`src/hdl/pss_pkg.sv`:
```
// pss_pkg: register map, field layout, widths and states of the partial-sleep power sequencer
// assumes a plain one-cycle register port on ref_clk (the peripheral bus clock)
package pss_pkg;
    localparam int ADDR_W = 8;
    localparam int DATA_W = 32;
    localparam int CNT_W  = 16;
    localparam int NUM_WAKE = 8;

    localparam logic [7:0] OFS_CTRL      = 8'h00;
    localparam logic [7:0] OFS_PUP_SEQ   = 8'h04;
    localparam logic [7:0] OFS_PDN_SEQ   = 8'h08;
    localparam logic [7:0] OFS_WAKE_EN   = 8'h0C;
    localparam logic [7:0] OFS_WAKE_FLAG = 8'h10;
    localparam logic [7:0] OFS_STATUS    = 8'h14;
    localparam logic [7:0] OFS_IRQ_STAT  = 8'h18;
    localparam logic [7:0] OFS_IRQ_EN    = 8'h1C;
    localparam logic [7:0] OFS_IRQ_CLR   = 8'h20;

    // control register fields
    localparam int CTRL_PSLP_EN  = 0;
    localparam int CTRL_L2_GATE  = 1;
    localparam int CTRL_IT_GATE  = 2;
    localparam int CTRL_DT_GATE  = 3;
    localparam int CTRL_LPCLK_ON = 4;
    localparam int CTRL_W        = 5;

    // sequence register fields: low half first delay, high half second delay
    localparam int SEQ_LO = 0;
    localparam int SEQ_HI = 16;

    // status register fields
    localparam int ST_PDN_FLAG = 0;
    localparam int ST_HP_ON    = 1;
    localparam int ST_ISO      = 2;
    localparam int ST_PARTIAL_SLEEP_MODE   = 3;

    // interrupt events
    localparam int EV_DOWN_DONE = 0;
    localparam int EV_UP_DONE   = 1;
    localparam int EV_WAKE      = 2;
    localparam int EV_W         = 3;

    localparam logic [CNT_W-1:0] SEQ_RESET_VAL = 16'h0001;

    typedef enum logic [2:0] {
        PSS_ON, PSS_WAIT_ISO, PSS_WAIT_OFF, PSS_OFF, PSS_WAIT_SW, PSS_WAIT_UNISO
    } pss_state_type;
endpackage : pss_pkg

```
`src/hdl/pss_delay_counter.sv`:
```
// pss_delay_counter: loads a count and pulses done after that many clocks
// assumes load is a one-cycle pulse and count is nonzero
module pss_delay_counter
    import pss_pkg::*;
#(
    parameter int WIDTH = CNT_W
)(
    input  wire logic             ref_clk,
    input  wire logic             rst_n,
    input  wire logic             load,
    input  wire logic [WIDTH-1:0] count,
    output logic                  done
);
    logic [WIDTH-1:0] cnt_reg;
    logic [WIDTH-1:0] cnt_next;
    logic             run_reg;
    logic             run_next;
    logic             done_next;

    always_comb
    begin
        cnt_next  = cnt_reg;
        run_next  = run_reg;
        done_next = 1'b0;
        if (load)
        begin
            cnt_next = count;
            run_next = 1'b1;
        end
        else if (run_reg)
        begin
            // done lands exactly count clocks after load
            if (cnt_reg <= WIDTH'(1))
            begin
                run_next  = 1'b0;
                done_next = 1'b1;
            end
            else
            begin
                cnt_next = cnt_reg - WIDTH'(1);
            end
        end
    end

    always_ff @(posedge ref_clk or negedge rst_n)
    begin
        if (!rst_n)
        begin
            cnt_reg <= '0;
            run_reg <= 1'b0;
            done    <= 1'b0;
        end
        else
        begin
            cnt_reg <= cnt_next;
            run_reg <= run_next;
            done    <= done_next;
        end
    end
endmodule : pss_delay_counter

```
`src/hdl/pss_sync2.sv`:
```
// pss_sync2: two-flop synchroniser for a vector of pin levels
// assumes inputs are asynchronous levels
module pss_sync2 #(
    parameter int WIDTH = 1
)(
    input  wire logic             ref_clk,
    input  wire logic             rst_n,
    input  wire logic [WIDTH-1:0] din,
    output logic      [WIDTH-1:0] dout
);
    logic [WIDTH-1:0] meta_reg;

    always_ff @(posedge ref_clk or negedge rst_n)
    begin
        if (!rst_n)
        begin
            meta_reg <= '0;
            dout     <= '0;
        end
        else
        begin
            meta_reg <= din;
            dout     <= meta_reg;
        end
    end
endmodule : pss_sync2

```
`src/hdl/pss_sequencer.sv`:
```
// pss_sequencer: high-performance domain power sequencer with partial-sleep control
// assumes ref_clk is the peripheral bus clock; low_power_domain interrupts and the
// low-power request are asynchronous pins and are synchronised here
// Functional notes
// - wait switch count, then supply on
// - wait switch-to-isolation, then release isolation
// - wait isolation count, then isolate
// - wait isolation-to-switch, then supply off
// - partial sleep: domain off, system clocks stopped
// - enabled low-power sources wake the system
// - wake flags read-only, follow source interrupt
// - control bit picks partial sleep or stop; here a clear bit ignores the request and there is no stop mode
// - cache and tight memories gated separately
// - powered-down flag set on real power-down
//
// Local design decisions: the address map and the address-and-strobe port.
module pss_sequencer
    import pss_pkg::*;
#(
    parameter int NWAKE = NUM_WAKE
)(
    input  wire logic              ref_clk,
    input  wire logic              rst_n,
    input  wire logic [ADDR_W-1:0] regAddr,
    input  wire logic [DATA_W-1:0] regWdata,
    input  wire logic              regWrite,
    input  wire logic              regRead,
    output logic      [DATA_W-1:0] regRdata,
    input  wire logic              lowPowerReq,
    input  wire logic [NWAKE-1:0]  lpIrqIn,
    output logic                   hpSupplyOn,
    output logic                   hpIsolate,
    output logic                   sysClockOn,
    output logic                   lpPeriphClockOn,
    output logic                   l2CacheGate,
    output logic                   instrTightMemGate,
    output logic                   dataTightMemGate,
    output logic                   irqOut
);
    logic [NWAKE-1:0]  lpIrqSync;
    logic              lpReqSync;
    logic [CTRL_W-1:0] ctrl_reg,     ctrl_next;
    logic [DATA_W-1:0] pupSeq_reg,   pupSeq_next;
    logic [DATA_W-1:0] pdnSeq_reg,   pdnSeq_next;
    logic [NWAKE-1:0]  wakeEn_reg,   wakeEn_next;
    logic [NWAKE-1:0]  wakeFlag_reg, wakeFlag_next;
    logic              pdnFlag_reg,  pdnFlag_next;
    logic [EV_W-1:0]   irqStat_reg,  irqStat_next;
    logic [EV_W-1:0]   irqEn_reg,    irqEn_next;
    logic [DATA_W-1:0] rdata_next;
    pss_state_type     state_reg,    state_next;
    logic              supply_next,  iso_next, sysClk_next, lpClk_next;
    logic              l2_next,      it_next,  dt_next,     irq_next;
    logic              cntLoad;
    logic [CNT_W-1:0]  cntValue;
    logic              cntDone;
    logic [EV_W-1:0]   events;
    logic              wakeHit;
    logic              pslpActive;

    pss_sync2 #(.WIDTH(NWAKE + 1)) u_sync (
        .ref_clk (ref_clk),
        .rst_n   (rst_n),
        .din     ({lowPowerReq, lpIrqIn}),
        .dout    ({lpReqSync, lpIrqSync})
    );

    pss_delay_counter #(.WIDTH(CNT_W)) u_delay (
        .ref_clk (ref_clk),
        .rst_n   (rst_n),
        .load    (cntLoad),
        .count   (cntValue),
        .done    (cntDone)
    );

    function automatic logic hit(input logic [ADDR_W-1:0] a, input logic [7:0] ofs);
        hit = (a == ofs);
    endfunction : hit

    function automatic logic [CNT_W-1:0] field(input logic [DATA_W-1:0] r, input int lsb);
        field = r[lsb +: CNT_W];
    endfunction : field

    // a wake source counts only while enabled and while in partial sleep
    // enabled wake sources
    assign wakeHit    = |(lpIrqSync & wakeEn_reg);
    assign pslpActive = (state_reg == PSS_OFF) && ctrl_reg[CTRL_PSLP_EN];

    // sequencing state machine
    always_comb
    begin
        state_next = state_reg;
        cntLoad    = 1'b0;
        cntValue   = '0;
        events     = '0;
        unique case (state_reg)
            PSS_ON:
            begin
                if (lpReqSync && ctrl_reg[CTRL_PSLP_EN])
                begin
                    cntLoad    = 1'b1;
                    cntValue   = field(pdnSeq_reg, SEQ_LO);
                    state_next = PSS_WAIT_ISO;
                end
            end
            PSS_WAIT_ISO:
            begin
                if (cntDone)
                begin
                    cntLoad    = 1'b1;
                    cntValue   = field(pdnSeq_reg, SEQ_HI);
                    state_next = PSS_WAIT_OFF;
                end
            end
            PSS_WAIT_OFF:
            begin
                if (cntDone)
                begin
                    events[EV_DOWN_DONE] = 1'b1;
                    state_next           = PSS_OFF;
                end
            end
            PSS_OFF:
            begin
                // a wake interrupt or a dropped request starts power-up
                if (wakeHit || !lpReqSync)
                begin
                    cntLoad          = 1'b1;
                    cntValue         = field(pupSeq_reg, SEQ_LO);
                    events[EV_WAKE]  = wakeHit;
                    state_next       = PSS_WAIT_SW;
                end
            end
            PSS_WAIT_SW:
            begin
                if (cntDone)
                begin
                    cntLoad    = 1'b1;
                    cntValue   = field(pupSeq_reg, SEQ_HI);
                    state_next = PSS_WAIT_UNISO;
                end
            end
            PSS_WAIT_UNISO:
            begin
                if (cntDone)
                begin
                    events[EV_UP_DONE] = 1'b1;
                    state_next         = PSS_ON;
                end
            end
            // two spare codes of the 3-bit state fall back to powered
            default:
            begin
                state_next = PSS_ON;
            end
        endcase
    end

    // outputs derived from the next state so every pin is a flop
    always_comb
    begin
        supply_next = 1'b1;
        iso_next    = 1'b0;
        unique case (state_next)
            PSS_ON:
            begin
                supply_next = 1'b1;
                iso_next    = 1'b0;
            end
            // isolation held off during the isolation count
            PSS_WAIT_ISO:
            begin
                supply_next = 1'b1;
                iso_next    = 1'b0;
            end
            // isolation asserted once that count ends
            PSS_WAIT_OFF:
            begin
                supply_next = 1'b1;
                iso_next    = 1'b1;
            end
            PSS_OFF:
            begin
                supply_next = 1'b0;
                iso_next    = 1'b1;
            end
            PSS_WAIT_SW:
            begin
                supply_next = 1'b0;
                iso_next    = 1'b1;
            end
            PSS_WAIT_UNISO:
            begin
                supply_next = 1'b1;
                iso_next    = 1'b1;
            end
            default:
            begin
                supply_next = 1'b1;
                iso_next    = 1'b0;
            end
        endcase
        // isolation drops only on return to PSS_ON
        // system clocks stop with the supply, low-power clocks optional
        sysClk_next = supply_next;
        lpClk_next  = sysClk_next || ctrl_reg[CTRL_LPCLK_ON];
        // memory power gates, only while the domain is down
        l2_next     = ctrl_reg[CTRL_L2_GATE] && !supply_next;
        it_next     = ctrl_reg[CTRL_IT_GATE] && !supply_next;
        dt_next     = ctrl_reg[CTRL_DT_GATE] && !supply_next;
    end

    // register file
    always_comb
    begin
        ctrl_next     = ctrl_reg;
        pupSeq_next   = pupSeq_reg;
        pdnSeq_next   = pdnSeq_reg;
        wakeEn_next   = wakeEn_reg;
        irqEn_next    = irqEn_reg;
        wakeFlag_next = wakeFlag_reg;
        pdnFlag_next  = pdnFlag_reg;
        irqStat_next  = irqStat_reg;
        rdata_next    = '0;
        if (regWrite)
        begin
            if (hit(regAddr, OFS_CTRL))
                ctrl_next = regWdata[CTRL_W-1:0];
            // zero delays are a software fault, not guarded here
            if (hit(regAddr, OFS_PUP_SEQ))
                pupSeq_next = regWdata;
            if (hit(regAddr, OFS_PDN_SEQ))
                pdnSeq_next = regWdata;
            if (hit(regAddr, OFS_WAKE_EN))
                wakeEn_next = regWdata[NWAKE-1:0];
            if (hit(regAddr, OFS_IRQ_EN))
                irqEn_next = regWdata[EV_W-1:0];
            if (hit(regAddr, OFS_STATUS) && regWdata[ST_PDN_FLAG])
                pdnFlag_next = 1'b0;
            if (hit(regAddr, OFS_IRQ_CLR))
                irqStat_next = irqStat_reg & ~regWdata[EV_W-1:0];
        end
        wakeFlag_next = wakeFlag_next & lpIrqSync;
        if (pslpActive)
            wakeFlag_next = wakeFlag_next | (lpIrqSync & wakeEn_reg);
        if (events[EV_DOWN_DONE])
            pdnFlag_next = 1'b1;
        irqStat_next = irqStat_next | events;
        if (regRead)
        begin
            unique case (1'b1)
                hit(regAddr, OFS_CTRL):      rdata_next = DATA_W'(ctrl_reg);
                hit(regAddr, OFS_PUP_SEQ):   rdata_next = pupSeq_reg;
                hit(regAddr, OFS_PDN_SEQ):   rdata_next = pdnSeq_reg;
                hit(regAddr, OFS_WAKE_EN):   rdata_next = DATA_W'(wakeEn_reg);
                hit(regAddr, OFS_WAKE_FLAG): rdata_next = DATA_W'(wakeFlag_reg);
                hit(regAddr, OFS_STATUS):
                begin
                    rdata_next[ST_PDN_FLAG] = pdnFlag_reg;
                    rdata_next[ST_HP_ON]    = hpSupplyOn;
                    rdata_next[ST_ISO]      = hpIsolate;
                    rdata_next[ST_PARTIAL_SLEEP_MODE]   = pslpActive;
                end
                hit(regAddr, OFS_IRQ_STAT):  rdata_next = DATA_W'(irqStat_reg);
                hit(regAddr, OFS_IRQ_EN):    rdata_next = DATA_W'(irqEn_reg);
                default:                     rdata_next = '0;
            endcase
        end
        irq_next = |(irqStat_next & irqEn_next);
    end

    // state register
    always_ff @(posedge ref_clk or negedge rst_n)
    begin
        if (!rst_n)
        begin
            state_reg <= PSS_ON;
        end
        else
        begin
            state_reg <= state_next;
        end
    end

    // pin flops; reset keeps the domain powered and connected
    always_ff @(posedge ref_clk or negedge rst_n)
    begin
        if (!rst_n)
        begin
            hpSupplyOn        <= 1'b1;
            hpIsolate         <= 1'b0;
            sysClockOn        <= 1'b1;
            lpPeriphClockOn   <= 1'b1;
            l2CacheGate       <= 1'b0;
            instrTightMemGate <= 1'b0;
            dataTightMemGate  <= 1'b0;
        end
        else
        begin
            hpSupplyOn        <= supply_next;
            hpIsolate         <= iso_next;
            sysClockOn        <= sysClk_next;
            lpPeriphClockOn   <= lpClk_next;
            l2CacheGate       <= l2_next;
            instrTightMemGate <= it_next;
            dataTightMemGate  <= dt_next;
        end
    end

    // register file, read data and interrupt flops
    always_ff @(posedge ref_clk or negedge rst_n)
    begin
        if (!rst_n)
        begin
            ctrl_reg          <= '0;
            pupSeq_reg        <= {SEQ_RESET_VAL, SEQ_RESET_VAL};
            pdnSeq_reg        <= {SEQ_RESET_VAL, SEQ_RESET_VAL};
            wakeEn_reg        <= '0;
            wakeFlag_reg      <= '0;
            pdnFlag_reg       <= 1'b0;
            irqStat_reg       <= '0;
            irqEn_reg         <= '0;
            regRdata          <= '0;
            irqOut            <= 1'b0;
        end
        else
        begin
            ctrl_reg          <= ctrl_next;
            pupSeq_reg        <= pupSeq_next;
            pdnSeq_reg        <= pdnSeq_next;
            wakeEn_reg        <= wakeEn_next;
            wakeFlag_reg      <= wakeFlag_next;
            pdnFlag_reg       <= pdnFlag_next;
            irqStat_reg       <= irqStat_next;
            irqEn_reg         <= irqEn_next;
            regRdata          <= rdata_next;
            irqOut            <= irq_next;
        end
    end
endmodule : pss_sequencer

```
`config.mk`:
```
export PLATFORM = sky130hd
export DESIGN_NAME = pss_sequencer
export DESIGN_NICKNAME = d
export VERILOG_FILES = /design/src/hdl/pss_pkg.sv /design/src/hdl/pss_delay_counter.sv /design/src/hdl/pss_sync2.sv /design/src/hdl/pss_sequencer.sv
export SDC_FILE = /design/constraint.sdc
export NUM_CORES = 1
export LEC_CHECK = 0
export BUFFER_PORTS_ARGS = -buffer_cell sky130_fd_sc_hd__clkbuf_2
export CAP_MARGIN = 20
export CORE_ASPECT_RATIO = 1.1
export CORE_UTILIZATION = 60
export DETAILED_ROUTE_END_ITERATION = 16
export PLACE_DENSITY_LB_ADDON = 0.05
export SLEW_MARGIN = 10
export SYNTH_ARGS = -nofsm -noshare
export SYNTH_HDL_FRONTEND = slang
export SYNTH_HIERARCHICAL = 1
export SYNTH_SLANG_ARGS = --single-unit
```
`constraint.sdc`:
```
create_clock -name ref_clk -period 6.92 [get_ports ref_clk]
set_input_delay 1.038 -clock ref_clk [delete_from_list [all_inputs] [get_ports ref_clk]]
set_output_delay 1.038 -clock ref_clk [all_outputs]
set_load 0.01 [all_outputs]
```
After elaboration in Yosys (flattened, before gate mapping)
Index checks and enable logic that the tools add are counted.
{"block": "totals", "register_bits": 170, "ramBits": 0, "mem_bits_ro": 0, "latchBits": 0, "memories": 0, "wordCells": 116}
{"block": "op_classes", "shifts": 0, "reduce_logical": 25, "add_sub_neg": 1, "n_lt_le_gt_ge": 1, "n_eq_ne": 18, "multipliers": 0, "n_div": 0, "muxes": 42, "n_bitwise": 7}
{"op": "28-bit one-hot mux with 5 select lines", "n": 1}
{"op": "16-bit 2-to-1 mux", "n": 7}
{"op": "16-bit one-hot mux with 4 select lines", "n": 1}
{"op": "8-bit by 5-bit == test with 1-bit output, second input constant", "n": 4}
{"op": "32-bit 2-to-1 mux", "n": 1}
{"op": "4-bit one-hot mux with 8 select lines", "n": 1}
{"op": "3-bit 2-to-1 mux", "n": 10}
{"op": "1-bit 2-to-1 mux", "n": 18}
{"op": "3-bit one-hot mux with 6 select lines", "n": 1}
{"op": "8-bit AND", "n": 2}
{"op": "8-bit by 4-bit == test with 1-bit output, second input constant", "n": 2}
{"op": "16-bit by 1-bit <= comparator with 1-bit output, second input constant", "n": 1}
{"op": "16-bit by 1-bit subtractor with 16-bit output, second input constant", "n": 1}
{"op": "3-bit by 2-bit == test with 1-bit output, second input constant", "n": 4}
{"op": "3-bit == test, second input constant", "n": 4}
{"op": "2-bit AND reduction", "n": 6}
{"op": "8-bit by 3-bit == test with 1-bit output, second input constant", "n": 1}
{"op": "8-bit by 6-bit == test with 1-bit output, second input constant", "n": 1}
{"op": "8-bit zero test", "n": 1}
{"op": "8-bit 2-to-1 mux", "n": 1}
{"op": "8-bit OR", "n": 1}
{"op": "8-bit OR reduction", "n": 1}
{"op": "3-bit AND", "n": 2}
{"op": "1-bit logical AND", "n": 6}
{"op": "12 further kinds", "n": 16}

Logic depth before layout (Yosys ltp)
{"block": "depth", "ltp_word": 9, "ltp_mapped": 12, "mapped_depth_nobuf": 9}

Cells and area by module
Netlist, hierarchy kept.
{"mod": "pss_sequencer", "cells_each": 475, "area_per_inst_um2": 5785.5, "seq_area_each_um2": 3360.7, "instances": 1}
{"mod": "pss_delay_counter", "cells_each": 134, "area_per_inst_um2": 1184.9, "seq_area_each_um2": 450.4, "instances": 1}
{"mod": "pss_sync2", "cells_each": 18, "area_per_inst_um2": 450.4, "seq_area_each_um2": 450.4, "instances": 1}

Worst setup path after synthesis
OpenSTA, ideal clock, no wires.
{"block": "synth_path", "kind": "input to register", "start": "input regAddr[5]", "end": "register irqOut", "path_buffers": 0, "arrival_ps": 2537, "required_ps": 6780, "setup_slack_ps": 4244, "cell_stages": 5, "cell_sequence": "or4b_1 nor4_2 mux2_2 o21ai_1 o221ai_1"}
{"block": "synth_via", "word_cells_on_any_way": 9}
{"item": "start, declared", "line": "pss_sequencer.sv:24", "source": "input wire logic [ADDR_W-1:0] regAddr,"}
{"item": "8-bit by 5-bit == test with 1-bit output", "line": "pss_sequencer.sv:77", "source": "hit = (a == ofs);"}
{"item": "3-bit 2-to-1 mux", "line": "pss_sequencer.sv:236", "source": "if (hit(regAddr, OFS_IRQ_EN))"}
{"item": "3-bit 2-to-1 mux", "line": "pss_sequencer.sv:225", "source": "if (regWrite)"}
{"item": "via irqEn_next[0]", "line": "pss_sequencer.sv:49", "source": "logic [EV_W-1:0] irqEn_reg, irqEn_next;"}
{"item": "3-bit AND", "line": "pss_sequencer.sv:269", "source": "irq_next = |(irqStat_next & irqEn_next);"}
{"item": "3-bit OR reduction", "line": "pss_sequencer.sv:269"}
{"item": "via irq_next", "line": "pss_sequencer.sv:53", "source": "logic l2_next, it_next, dt_next, irq_next;"}
{"item": "end signal, assigned", "line": "pss_sequencer.sv:337", "source": "irqOut <= irq_next;"}
{"item": "end, declared", "line": "pss_sequencer.sv:38", "source": "output logic irqOut"}
The timed path passes the listed nets, and every way through them passes these cells.
A chain may end at the register's enable or synchronous reset.

Worst setup path after layout
{"block": "layout_path", "start": "input regAddr[5]", "end": "register pdnSeq_reg[12]"}
{"block": "layout_via", "elab_chain_len": 2}
{"item": "8-bit by 4-bit == test with 1-bit output", "line": "pss_sequencer.sv:77"}
{"item": "2-bit AND reduction (no line)"}
{"item": "end signal, assigned", "line": "pss_sequencer.sv:317", "source": "pdnSeq_reg <= {SEQ_RESET_VAL, SEQ_RESET_VAL};"}
{"item": "end signal, assigned", "line": "pss_sequencer.sv:330", "source": "pdnSeq_reg <= pdnSeq_next;"}
{"item": "end, declared", "line": "pss_sequencer.sv:44", "source": "logic [DATA_W-1:0] pdnSeq_reg, pdnSeq_next;"}
No other way between the ends.

==> flow_metrics.py <==
metrics = {
    "clock_tree": {
        "path_clk_slew_ps": 60,
        "ctsHoldBuffers": 0,
        "root_buffer": "clkbuf_16",
        "cts_tree": "yes",
        "clock_sinks": 170,
        "cts_setup_buffers": 0,
        "cts_resized": 0,
        "cts.path.max_buffers": 2,
        "cts-buffers-inserted": 17,
        "worstSkewPairLatency_ps": 430,
        "htreeDepth": 4,
    },
    "timing": {
        "drv_slew": 0,
        "finalCritPeriodShare_pct": 49.84,
        "setup_viol": 0,
        "fmax_mhz": 289.9,
        "fin_tns_setup_ps": 0,
        "rsz0062_at_grt": "false",
        "max_slew.worst_pin.slew_ps": 963.7,
        "clock_skew_ps": 6.244,
        "hold_viol_final": 0,
        "fin_crit_ps": 3449,
        "relSlewSlack_pct": 35.75,
    },
    "synthesis": {
        "muxShareOfSynthArea_pct": 12.78,
        "yosys_warnings": 6,
        "yosys.area.top_type_share_pct": 55.30,
        "synth_xor_area_share_pct": 0.2360,
        "ys_seq_area_share_pct": 57.43,
        "ys_ff_latch": 170,
        "synth_edf_count": 0,
        "synthAdderAreaFrac_pct": 0.3372,
        "synth_top_flop_cell": "dfrtp_1",
        "synth.largest_area_cell": "dfrtp_1",
        "syn_avg_cell_area_um2": 11.84,
        "yosys.area_share.simple_pct": 11.26,
        "synth_top_family_by_area": "compound AO/OA/AOI/OAI gates",
        "syn_area_um2": 7421,
        "ys_types": 63,
        "synth.area.top_cells": "dfrtp_1 55%, mux2_2 7.0%, mux2_1 4.9%",
        "syn_inst": 627,
        "synth_compound_area_share_pct": 14.37,
        "async_flop_share_pct": 100.0,
        "synth_nets": 682,
    },
    "floorplanning": {
        "die_x_um": 108.0,
        "rows": 42,
        "die_area_um2": 12820,
        "start_util_pct": 61.67,
        "die_h_um": 118.6,
        "io_pins": 93,
        "core_area_um2": 12030,
    },
    "drt": {
        "ant_nets": 0,
        "drt_iter0_drc": 466,
        "drc_errors": 0,
        "wl_per_cell_um": 20.23,
        "wl_mm": 17.80,
        "firstDrtPassIters": 7,
        "vias_per_cell": 6.295,
        "dr_total_vias": 5540,
    },
    "layout": {
        "n_antenna_cell": 0,
        "final_core_util_pct": 71.75,
        "drive_above_1_share_pct": 27.69,
        "fillers": 890,
        "area_delta_synth_final_pct": 16.35,
        "final_common_cell": "dfrtp_1",
        "layout_common_cells": "164 x dfrtp_1, 91 x clkbuf_2, 46 x mux2_2",
        "finalNetCount": 769,
    },
    "hold_path": {
        "hold_class": "reg -> reg",
        "min_from": "u_sync/meta_reg[5]",
    },
    "setup_path": {
        "worstSetupPathType": "in -> reg",
        "r2r_start": "wakeEn_reg[1]",
        "worstSetupEndpointType": "flop",
        "cp.required_ps": 7230,
        "critPathMaxFanout": 33,
        "cp-startpoint": "regAddr[5]",
        "start_kind": "primary input",
        "critPathArrivalTime_ps": 3750,
    },
    "placed_design": {
        "port-buffer-count": 92,
        "routabilityCongestion": 0.8506,
        "hpwlAfterDp_mm": 11.59,
    },
    "run_status": {
        "outcome": "complete, no violations",
    },
    "global_routing": {
        "grt_max_degree": 111,
        "grt_pass1_vias": 5747,
        "antenna_found_initial": 0,
        "overflow": 0,
        "track_usage_pct": 30.25,
        "grt_pass1_wl_mm": 29.37,
    },
    "power_and_ir_drop": {
        "vdd_drop_max_mv": 0.2086,
        "powerDensity_nw_per_um2": 283.3,
        "leakagePower_uw": 0.004033,
    },
    "job": {
        "maxCapViolCount": 0,
    },
}
-- layer usage --
layer  GRT usage [%]  vias up  routed length [um]  part of all wire [%]
met4           16.10        0                 597                   3.4
met3           5.350       42                1134                   6.4
met5               0        -                   0                     0
met2           48.29      233                8946                    50
met1           39.15     2769                7121                    40
li1                -     2496                   -                     -
-- cell families after synthesis --
logic type	count (synthesis)
flops	170
simple gates	153
compound gates	148
mux	85
buf+inv	67
xor+xnor	2
fa+ha+maj	2
-- synthesized netlist by cell type, types with 3 or more instances --
| cell | n |
|---|---|
| inv_1 | 33 |
| mux2i_1 | 7 |
| mux2_2 | 46 |
| nor2_1 | 42 |
| mux2_1 | 32 |
| o31ai_1 | 4 |
| and3_1 | 6 |
| nand2_1 | 31 |
| clkbuf_1 | 20 |
| or2_2 | 3 |
| nand3_1 | 8 |
| nand2b_1 | 4 |
| dfstp_2 | 6 |
| dfrtp_1 | 164 |
| and2_1 | 4 |
| a21oi_1 | 27 |
| nor2b_1 | 11 |
| buf_2 | 9 |
| and4_1 | 3 |
| a31oi_1 | 5 |
| o21ai_0 | 23 |
| nor3_1 | 11 |
| o211ai_1 | 6 |
| nand4_1 | 5 |
| buf_1 | 4 |
| a2bb2oi_1 | 8 |
| a222oi_1 | 22 |
| nor4_1 | 5 |
| a22oi_1 | 33 |
-- cell type report --
type	instances	area (um^2)	area share, %
sequential	170	4262	49.36
clock buffer	19	452.9	5.246
timing repair buffer	102	541.8	6.274
clock inverter	12	148.9	1.724
multi-input combinational	390	2913	33.73
tap	154	192.7	2.232
inverter	33	123.9	1.435
-- critical path, cell delays in order --
cell      delay (ps)
clkbuf_2         130
or4_4            580
nor3b_4          210
buf_4            400
nand2_1          600
buf_4            440
mux2_1           340
-- path summary, 6_finish.rpt --
kind	endpoint	slack [ps]	cells past startpoint
min in group asynchronous	regRdata[30]	740	1
max in group asynchronous	u_sync/meta_reg[5]	4860	2
setup reg to reg	u_delay/cnt_reg[15]	3790	9
hold reg to reg	u_sync/dout[5]	350	0
setup / recovery	pdnSeq_reg[12]	3470	7
hold / removal	u_sync/dout[5]	350	0
-- where the power goes --
group	leakage (uW)	internal, uW	switching, uW	total, uW
combinational	0.00148	125	194	319
clock	0.000287	582	382	964
sequential	0.00227	1070	93.6	1160
total	0.00403	1780	670	2450
-- stage by stage --
| stage | cell area, um^2 | hold slack (ps) | power, uW | cells | setup slack, ps |
|---|---|---|---|---|---|
| 6_report | 8635 | 348.7 | 2446 | 880 | 3471 |
| 5_1_grt | 8635 | 354.2 | 2543 | 880 | 3343 |
| 4_1_cts | 8635 | 349.2 | 2454 | 880 | 3466 |
| 3_5_place_dp | 8033 | 335.5 | 1491 | 849 | 3078 |
| 3_3_place_gp | 8033 | 332.7 | 1474 | 849 | 3136 |
| 2_1_floorplan | 7421 | 331.2 | 1374 | 627 | 4244 |
Note: power is estimated with default switching activity, not from simulation.
